File: src/shared/i2cm_pkg.sv
// Purpose : constants and types for the i2c master that drives the
//           uart bridge register port
// Assumes : 125 MHz system clock, fast-mode bus
// Notes   : pins are open drain, oe high pulls the line low
package i2cm_pkg;

  // ****************************************************
  // timing
  // ****************************************************
  localparam int SYS_CLK_NS = 8;
  localparam int I2C_BIT_NS = 2500;
  // a bit is four quarters; least time, so round up
  localparam int QTR_CYC    = (I2C_BIT_NS + 4 * SYS_CLK_NS - 1)
                              / (4 * SYS_CLK_NS);

  // ****************************************************
  // address and subaddress layout
  // ****************************************************
  localparam logic [7:0] SLAVE_BASE   = 8'h90;
  localparam int         STRAP_UP_POS = 3;
  localparam int         STRAP_LO_POS = 1;
  localparam int         SUB_REG_POS  = 3;
  localparam int         SUB_CH_POS   = 1;
  localparam logic [1:0] CHANNEL_SEL  = 2'h0;
  localparam logic       DIR_WRITE    = 1'h0;
  localparam logic       DIR_READ     = 1'h1;
  localparam int         BYTE_BITS    = 8;

  // ****************************************************
  // types
  // ****************************************************
  typedef enum logic [2:0] {
    I2CM_IDLE, I2CM_START, I2CM_BIT, I2CM_WAITD, I2CM_STOP
  } i2cm_state_t;

  typedef enum logic [2:0] {
    I2CM_ADDRW, I2CM_SUB, I2CM_WR, I2CM_ADDRR, I2CM_RD
  } i2cm_phase_t;

  typedef struct packed {
    logic       read;
    logic [3:0] reg_sel;
    logic [7:0] count;
  } i2cm_cmd_t;

  typedef struct packed {
    logic scl_i;
    logic sda_i;
  } i2cm_pin_in_t;

  typedef struct packed {
    logic scl_o;
    logic scl_oe;
    logic sda_o;
    logic sda_oe;
  } i2cm_pin_out_t;

endpackage : i2cm_pkg

File: src/i2cm_top.sv
// Purpose : i2c bus master issuing register writes and reads to the
//           uart bridge slave port
// Assumes : single master on the bus; pull-ups outside
// Notes   : scl is made here from sys_clk; slave stretching is honoured
`timescale 1ns/10ps

// Overview of operation
// - start is sda falling with scl high, stop is sda rising with scl high
// - only this master makes start and stop; the slave never does
// - sda changes only while scl is low, except for start and stop
// - each byte is eight bits msb first followed by an acknowledge bit
// - master supplies the scl pulse for every acknowledge bit
// - transmitter releases sda on ack clock; acknowledging receiver pulls low
// - master reader acks every byte but the last, which it nacks
// - first byte holds seven address bits and a direction bit in bit 0
// - byte after address is an acknowledged subaddress without direction
// - subaddress: bits 6:3 register, bits 2:1 channel sent as 00
// - write: start, address write, subaddress, data bytes, stop
// - read: address, subaddress, repeated start, address read, data, stop
module i2cm_top #(
  parameter int QTR = i2cm_pkg::QTR_CYC
) (
  input  wire logic                    sys_clk,
  input  wire logic                    rst_n,
  input  wire logic [1:0]              addr_strap_upper,
  input  wire logic [1:0]              addr_strap_lower,
  input  wire i2cm_pkg::i2cm_cmd_t     cmd,
  input  wire logic                    cmd_valid,
  output logic                         cmd_ready,
  input  wire logic [7:0]              wr_data,
  input  wire logic                    wr_valid,
  output logic                         wr_ready,
  output logic [7:0]                   rd_data,
  output logic                         rd_valid,
  output logic                         done,
  output logic                         nack_err,
  output logic                         busy,
  input  wire i2cm_pkg::i2cm_pin_in_t  pin_i,
  output i2cm_pkg::i2cm_pin_out_t      pin_o
);

  // refuse a quarter that the 16-bit divider cannot count
  if (QTR < 2 || QTR > 65535)
  begin : g_qtr_check
    $error("QTR must lie in 2..65535");
  end

  // ****************************************************
  // address byte from the strap codes
  // ****************************************************
  function automatic logic [7:0] addr_byte(input logic [1:0] up,
                                           input logic [1:0] lo,
                                           input logic       dir);
    logic [7:0] a;
    a = i2cm_pkg::SLAVE_BASE
      + (8'(up) << i2cm_pkg::STRAP_UP_POS)
      + (8'(lo) << i2cm_pkg::STRAP_LO_POS);
    addr_byte = {a[7:1], dir};
  endfunction : addr_byte

  typedef struct packed {
    i2cm_pkg::i2cm_state_t state;
    i2cm_pkg::i2cm_phase_t phase;
    logic [15:0]           cnt;
    logic [1:0]            qtr;
    logic [3:0]            bitn;
    logic [7:0]            shreg;
    logic [7:0]            remain;
    logic                  read;
    logic [3:0]            reg_sel;
    logic [1:0]            up;
    logic [1:0]            lo;
    logic                  acked;
    logic                  sda_m;
    logic                  sda_s;
    logic                  scl_m;
    logic                  scl_s;
    logic                  cmd_ready;
    logic                  wr_ready;
    logic [7:0]            rd_data;
    logic                  rd_valid;
    logic                  done;
    logic                  nack_err;
    logic                  busy;
    i2cm_pkg::i2cm_pin_out_t pins;
  } i2cm_st_t;

  i2cm_st_t st_reg;
  i2cm_st_t st_next;

  // ****************************************************
  // next state
  // ****************************************************
  always_comb
  begin
    logic tick;
    logic hold;
    logic nak;
    tick = 1'b0;
    hold = 1'b0;
    nak  = 1'b0;
    st_next          = st_reg;
    st_next.rd_valid = 1'b0;
    st_next.done     = 1'b0;
    // the first stage feeds only the second
    st_next.sda_m = pin_i.sda_i;
    st_next.sda_s = st_reg.sda_m;
    st_next.scl_m = pin_i.scl_i;
    st_next.scl_s = st_reg.scl_m;
    tick = (st_reg.cnt == 16'(QTR - 1));
    st_next.cnt = tick ? 16'h0000 : st_reg.cnt + 16'h0001;

    case (st_reg.state)
      i2cm_pkg::I2CM_IDLE:
      begin
        st_next.cmd_ready = 1'b1;
        if (cmd_valid && st_reg.cmd_ready)
        begin
          st_next.cmd_ready = 1'b0;
          st_next.busy      = 1'b1;
          st_next.nack_err  = 1'b0;
          st_next.read      = cmd.read;
          st_next.reg_sel   = cmd.reg_sel;
          st_next.remain    = cmd.count;
          st_next.up        = addr_strap_upper;
          st_next.lo        = addr_strap_lower;
          st_next.phase     = i2cm_pkg::I2CM_ADDRW;
          st_next.state     = i2cm_pkg::I2CM_START;
          st_next.qtr       = 2'h0;
          st_next.cnt       = 16'h0000;
        end
      end

      i2cm_pkg::I2CM_START:
      begin
        if (tick)
        begin
          case (st_reg.qtr)
            2'h0: st_next.pins.sda_oe = 1'b0;
            2'h1: st_next.pins.scl_oe = 1'b0;
            2'h2:
            begin
              hold = !st_reg.scl_s;
              // sda falls with scl high: start
              if (!hold)
                st_next.pins.sda_oe = 1'b1;
            end
            default:
            begin
              st_next.pins.scl_oe = 1'b1;
              st_next.state = i2cm_pkg::I2CM_BIT;
              st_next.bitn  = 4'h0;
              st_next.shreg = addr_byte(st_reg.up, st_reg.lo,
                (st_reg.phase == i2cm_pkg::I2CM_ADDRR) ?
                i2cm_pkg::DIR_READ : i2cm_pkg::DIR_WRITE);
            end
          endcase
        end
      end

      i2cm_pkg::I2CM_BIT:
      begin
        if (tick)
        begin
          case (st_reg.qtr)
            2'h0:
            begin
              // data set up only while scl is low
              if (st_reg.bitn < 4'(i2cm_pkg::BYTE_BITS))
                st_next.pins.sda_oe = (st_reg.phase != i2cm_pkg::I2CM_RD)
                                      && !st_reg.shreg[7];
              else if (st_reg.phase == i2cm_pkg::I2CM_RD)
                st_next.pins.sda_oe = (st_reg.remain > 8'h01);
              else
                st_next.pins.sda_oe = 1'b0;
            end
            2'h1: st_next.pins.scl_oe = 1'b0;
            2'h2:
            begin
              hold = !st_reg.scl_s;
              if (!hold && st_reg.bitn < 4'(i2cm_pkg::BYTE_BITS))
                st_next.shreg = {st_reg.shreg[6:0], st_reg.sda_s};
              else if (!hold)
                st_next.acked = !st_reg.sda_s;
            end
            default:
            begin
              st_next.pins.scl_oe = 1'b1;
              if (st_reg.bitn < 4'(i2cm_pkg::BYTE_BITS))
                st_next.bitn = st_reg.bitn + 4'h1;
              else
              begin
                st_next.bitn = 4'h0;
                // a missing slave ack ends the transfer
                nak = !st_reg.acked && (st_reg.phase != i2cm_pkg::I2CM_RD);
                if (nak)
                begin
                  st_next.nack_err = 1'b1;
                  st_next.state    = i2cm_pkg::I2CM_STOP;
                end
                else
                begin
                  case (st_reg.phase)
                    i2cm_pkg::I2CM_ADDRW:
                    begin
                      st_next.phase = i2cm_pkg::I2CM_SUB;
                      st_next.shreg = {1'b0, st_reg.reg_sel, 3'h0}
                        | {5'h00, i2cm_pkg::CHANNEL_SEL, 1'b0};
                    end
                    i2cm_pkg::I2CM_SUB:
                    begin
                      if (st_reg.read)
                      begin
                        // turn direction with a repeated start
                        st_next.phase = i2cm_pkg::I2CM_ADDRR;
                        st_next.state = i2cm_pkg::I2CM_START;
                      end
                      else if (st_reg.remain == 8'h00)
                        st_next.state = i2cm_pkg::I2CM_STOP;
                      else
                      begin
                        st_next.phase = i2cm_pkg::I2CM_WR;
                        st_next.state = i2cm_pkg::I2CM_WAITD;
                      end
                    end
                    i2cm_pkg::I2CM_WR:
                    begin
                      st_next.remain = st_reg.remain - 8'h01;
                      if (st_reg.remain <= 8'h01)
                        st_next.state = i2cm_pkg::I2CM_STOP;
                      else
                        st_next.state = i2cm_pkg::I2CM_WAITD;
                    end
                    i2cm_pkg::I2CM_ADDRR:
                    begin
                      st_next.phase = i2cm_pkg::I2CM_RD;
                      st_next.shreg = 8'hff;
                    end
                    default:
                    begin
                      st_next.rd_data  = st_reg.shreg;
                      st_next.rd_valid = 1'b1;
                      st_next.remain   = st_reg.remain - 8'h01;
                      if (st_reg.remain <= 8'h01)
                        st_next.state = i2cm_pkg::I2CM_STOP;
                    end
                  endcase
                end
              end
            end
          endcase
        end
      end

      i2cm_pkg::I2CM_WAITD:
      begin
        // scl stays low while the user has no byte ready
        st_next.wr_ready = 1'b1;
        if (st_reg.wr_ready && wr_valid)
        begin
          st_next.wr_ready = 1'b0;
          st_next.shreg    = wr_data;
          st_next.state    = i2cm_pkg::I2CM_BIT;
          st_next.qtr      = 2'h0;
          st_next.cnt      = 16'h0000;
        end
      end

      default:
      begin
        if (tick)
        begin
          case (st_reg.qtr)
            2'h0: st_next.pins.sda_oe = 1'b1;
            2'h1: st_next.pins.scl_oe = 1'b0;
            2'h2:
            begin
              hold = !st_reg.scl_s;
              // sda rises with scl high: stop
              if (!hold)
                st_next.pins.sda_oe = 1'b0;
            end
            default:
            begin
              st_next.done  = 1'b1;
              st_next.busy  = 1'b0;
              st_next.state = i2cm_pkg::I2CM_IDLE;
            end
          endcase
        end
      end
    endcase

    if (tick && !hold && st_reg.state != i2cm_pkg::I2CM_IDLE
        && st_reg.state != i2cm_pkg::I2CM_WAITD)
      st_next.qtr = st_reg.qtr + 2'h1;
  end

  // ****************************************************
  // state register
  // ****************************************************
  always_ff @(posedge sys_clk)
  begin
    if (!rst_n)
    begin
      st_reg        <= '0;
      st_reg.state  <= i2cm_pkg::I2CM_IDLE;
      st_reg.phase  <= i2cm_pkg::I2CM_ADDRW;
      st_reg.sda_m  <= 1'b1;
      st_reg.sda_s  <= 1'b1;
      st_reg.scl_m  <= 1'b1;
      st_reg.scl_s  <= 1'b1;
    end
    else
      st_reg <= st_next;
  end

  assign cmd_ready = st_reg.cmd_ready;
  assign wr_ready  = st_reg.wr_ready;
  assign rd_data   = st_reg.rd_data;
  assign rd_valid  = st_reg.rd_valid;
  assign done      = st_reg.done;
  assign nack_err  = st_reg.nack_err;
  assign busy      = st_reg.busy;
  assign pin_o     = st_reg.pins;

endmodule : i2cm_top

File: config.mk
export PLATFORM = sky130hd
export DESIGN_NAME = i2cm_top
export DESIGN_NICKNAME = d
export VERILOG_FILES = /design/src/shared/i2cm_pkg.sv /design/src/i2cm_top.sv
export SDC_FILE = /design/constraint.sdc
export NUM_CORES = 1
export LEC_CHECK = 0
export BUFFER_PORTS_ARGS = -buffer_cell sky130_fd_sc_hd__buf_2
export CAP_MARGIN = 0
export CORE_ASPECT_RATIO = 0.75
export CORE_MARGIN = 2
export CORE_UTILIZATION = 23
export CTS_CLUSTER_SIZE = 25
export DETAILED_ROUTE_END_ITERATION = 8
export PLACE_DENSITY = 0.37
export SLEW_MARGIN = 40
export SYNTH_ARGS = -nofsm -noshare
export SYNTH_HDL_FRONTEND = slang
export SYNTH_SLANG_ARGS = --single-unit
File: constraint.sdc
create_clock -name sys_clk -period 4 [get_ports sys_clk]
set_input_delay 0.2 -clock sys_clk [delete_from_list [all_inputs] [get_ports sys_clk]]
set_output_delay 0.2 -clock sys_clk [all_outputs]
set_load 0.1 [all_outputs]
==> results.md <==
- The run finished with clean final reports.
- Measured against its own limit, the worst slew margin works out to around 46%.
- The average footprint of a synthesized cell is 8.06 um^2.
- The number of antenna violations at the first check in global routing is 0.
- The worst clock skew on the final layout is 0.00664 ns.
- The first global-routing pass estimated about 19000 um of wire.
- The post-route setup TNS is 0 ns.
- At the worst endpoint, the required time is ~4.2 ns.
- The number of routed nets with antenna violations is 0.
- The clock net in this run drives a total of 74 sinks.
- The number of global-route vias before repair came to roughly 3.6k.
- The critical path endpoint category is a register.
- The total global routing track utilization is about an eighth.
- The floorplan row count is 42.
- The smallest hold slack is 0.0390 ns.
- The sequential share of the synthesized area is 36.5%.
- Once the clock tree was built, the setup fixing pass inserted 0 buffers.
- The placed wire-length estimate after detailed placement is 8220 um.
- The synthesized design contains between 70 and 80 register bits.
- The final critical path takes up 65.3% of the cycle.
- Routed signal wires occupy layers up through met4.
- For this block, wires on met1 add up to 5890 um.
- The average detailed-routed wire length per instance is ~15 um.
- After detailed routing, the met2 layer carries 4920 um of wire.
- The worst path buffer plus inverter count is 0.
- The slew at the pin with the worst max-slew slack is 0.804 ns.
- The total of cells resized after clock tree synthesis is 0.
- The largest single stage delay on the critical path is about 0.6 ns.
- The maximum level of the CTS H-tree is 3.
- The hold buffer count at CTS is 0.
- The count of maximum capacitance violations is 0.
- The placed instances occupy a cell area of approximately 4400 um^2.
- The area of the core is 17400 um^2.
- The pin count of the biggest net entering global routing is 37.
- The critical path is of the reg -> reg type.
- The antenna cell count is 0.
- The routed design could run at a clock period as short as around 2.6 ns.
- Measured along the y axis, the die boundary spans 119 um.
- The largest total area in the synthesized netlist belongs to sky130_fd_sc_hd__dfxtp_1.
- Static timing analysis puts the maximum clock frequency at 383 MHz.
- Cells with a size suffix above 1 make up 16.7% of the layout.
- The initial utilization of the core area, before any placement, comes to 23.3%.
- Buffers placed on the I/O ports in this run total 46.
- In this run, placement finished with an instance count of about 750.
- The number of warning messages in the yosys log is 0.
- In the final design database the tool counted 562 nets.
- The worst setup path is launched from a register.
- The post-synthesis cell area is between 4000 and 5000 um^2.
- The final layout contains routed wiring with a total length of between 10000 and 15000 um.
- Ranked by total cell area, the synthesized netlist is headed by sky130_fd_sc_hd__dfxtp_1 36%, sky130_fd_sc_hd__nor2_1 5.4%, sky130_fd_sc_hd__nand2_1 5.0%.
- The count of final hold-check violations is 0.
- The number of flops mapped to enable cells by yosys is 0.
- The total overflow left after global routing is 0.
- The detailed router finished its first iteration with between 200 and 250 violations.
- Summed over all nets, wire length on met3 after detailed routing comes to 580 um.
- The share of flip-flops with an asynchronous set or reset after synthesis is 0%.
- The number of fill cells is 1914.
- The final setup violation count is 0.
- The number of unique standard cell types used by synthesis is between 60 and 70.
- In the synthesized netlist, the number of instances is slightly above 500.
- The full die area is 18800 um^2.
- Data on the critical path arrives at its endpoint at ~2.8 ns.
- Power spread over the standard cell area amounts to 415 nW/um^2.
- The buffer depth of the longest clock path is 2.
- Among all stages on the critical path, the largest delay is contributed by sky130_fd_sc_hd__or4_4.
- The leading cell type by number of instances after synthesis is sky130_fd_sc_hd__dfxtp_1.
- Counting the buffers created by CTS gives 9.
- In the synthesized netlist the dominant register cell turns out to be sky130_fd_sc_hd__dfxtp_1.
- Traced cell by cell, the critical path runs through ha_1, or4b_4, or4_4, o2bb2ai_2, or3_4, o311a_1.
- At the end of the flow the core is filled with cells to 27.2%.
- The vias per cell is 4.65.
- The leakage power figure is approximately 1.8 nW.
- The register with the most flip-flops in the layout has 56 of them.
- The routed via count is approximately 3.6k.
- The number of pins exceeding their max-slew limit in the final report is 0.
- The post-detailed-route DRC marker count is 0.
- The path class of the lowest-slack min-delay path is in -> reg.
- The clock edge transition at the registers on the reported setup and hold paths is 0.06 ns.
- Among cell families on the critical path, the largest total delay comes from simple AND/OR/NAND/NOR gates.
- The finished layout cell area is approximately 4700 um^2.
- The growth of design area from synthesis to finish is 16.9%.
- The boundary pin count is 49.
- The completed layout was analyzed and its total power is 1.97 mW.
- Before CTS, the worst setup slack after placement is about 1.3 ns.
- Routability-driven placement finished with a final weighted congestion of 0.759.
- The proportion of netlist area held by the largest area contributor is roughly 36%.
- The cell sitting at the root of the clock tree is a sky130_fd_sc_hd__clkbuf_16.
- The clock insertion delay at the later pin of the skew report is between 0.3 and 0.4 ns.
- Ranked by instance count, the synthesized netlist is headed by 74 x sky130_fd_sc_hd__dfxtp_1, 58 x sky130_fd_sc_hd__nor2_1, 54 x sky130_fd_sc_hd__nand2_1.
- Measured along the x axis, the die boundary spans roughly 160 um.
- Setup repair after global routing left no endpoint under its margin.
- The post-route worst setup slack is 1.39 ns.
- The peak supply drop is 0.156 mV.
- The first-pass iteration count of the detailed router is 6.
- For this run, the number of standard cells in the final layout without fillers is 768.
- In this run the worst path has a maximum fanout of 6.
- TritonCTS built the clock tree.
-- cell families after synthesis --
family          count (synthesis)  synth area share [%]
fa+ha+maj                      10                  3.08
flops                          74                  36.5
compound gates                110                  18.8
other cells                     1                0.0923
buf+inv                        62                  7.05
mux                            19                  4.68
simple gates                  211                  26.2
xor+xnor                       17                  3.66
-- layout make-up --
cell class / count / area [um^2] / share of cell area [%]
Clock buffer: 10 / 229 / 4.82
Sequential cell: 74 / 1480 / 31.2
Clock inverter: 6 / 91.3 / 1.92
Tap cell: 242 / 303 / 6.38
Timing Repair Buffer: 51 / 268 / 5.64
Inverter: 16 / 60.1 / 1.26
Multi-Input combinational cell: 369 / 2310 / 48.7
-- report_power, final --
part,switching (mW),internal [mW],total (mW)
Sequential,0.0366,0.762,0.799
Clock,0.331,0.547,0.879
Combinational,0.197,0.0983,0.295
Total,0.565,1.41,1.97
-- layer usage --
layer  up-vias  track usage (%)
li1       1812                -
met5         -                0
met2        70             19.0
met1      1677             18.7
met4         0             3.81
met3        13             3.42
-- layout by cell type (no fill, tap or decap), types with 3 or more instances in the layout --
cell type and instances:
sky130_fd_sc_hd__or3b_2 3, sky130_fd_sc_hd__buf_2 46, sky130_fd_sc_hd__nor3b_1 4, sky130_fd_sc_hd__a31oi_1 8, sky130_fd_sc_hd__o32ai_1 5, sky130_fd_sc_hd__o22ai_1 3, sky130_fd_sc_hd__ha_1 9, sky130_fd_sc_hd__mux2i_1 19
sky130_fd_sc_hd__xor2_1 4, sky130_fd_sc_hd__nand3_1 20, sky130_fd_sc_hd__a21o_1 3, sky130_fd_sc_hd__clkinvlp_4 3, sky130_fd_sc_hd__inv_1 15, sky130_fd_sc_hd__clkbuf_16 9, sky130_fd_sc_hd__a221oi_1 4, sky130_fd_sc_hd__xnor2_1 13
sky130_fd_sc_hd__buf_4 5, sky130_fd_sc_hd__nor2_1 58, sky130_fd_sc_hd__and3_1 4, sky130_fd_sc_hd__dfxtp_1 73, sky130_fd_sc_hd__nand3b_1 3, sky130_fd_sc_hd__o31ai_1 5, sky130_fd_sc_hd__or4_1 4, sky130_fd_sc_hd__o211ai_1 4
sky130_fd_sc_hd__o21a_1 3, sky130_fd_sc_hd__a21oi_1 27, sky130_fd_sc_hd__o21ai_0 17, sky130_fd_sc_hd__o311ai_0 3, sky130_fd_sc_hd__nand2b_1 11, sky130_fd_sc_hd__nand2_1 54, sky130_fd_sc_hd__a211oi_1 11, sky130_fd_sc_hd__or2_2 3
sky130_fd_sc_hd__nor3_1 17, sky130_fd_sc_hd__nor2b_1 9
-- path summary, 6_finish.rpt --
check,start,endpoint,slack (ns),cells after the start
min,pin_i[1],st_next[18],0.04,2
min reg2reg,st_next[20],st_reg[20],0.42,1
max,st_reg[55],st_reg[74],1.39,6
max reg2reg,st_reg[55],st_reg[74],1.39,6
Note: power is estimated with default switching activity, not from simulation.
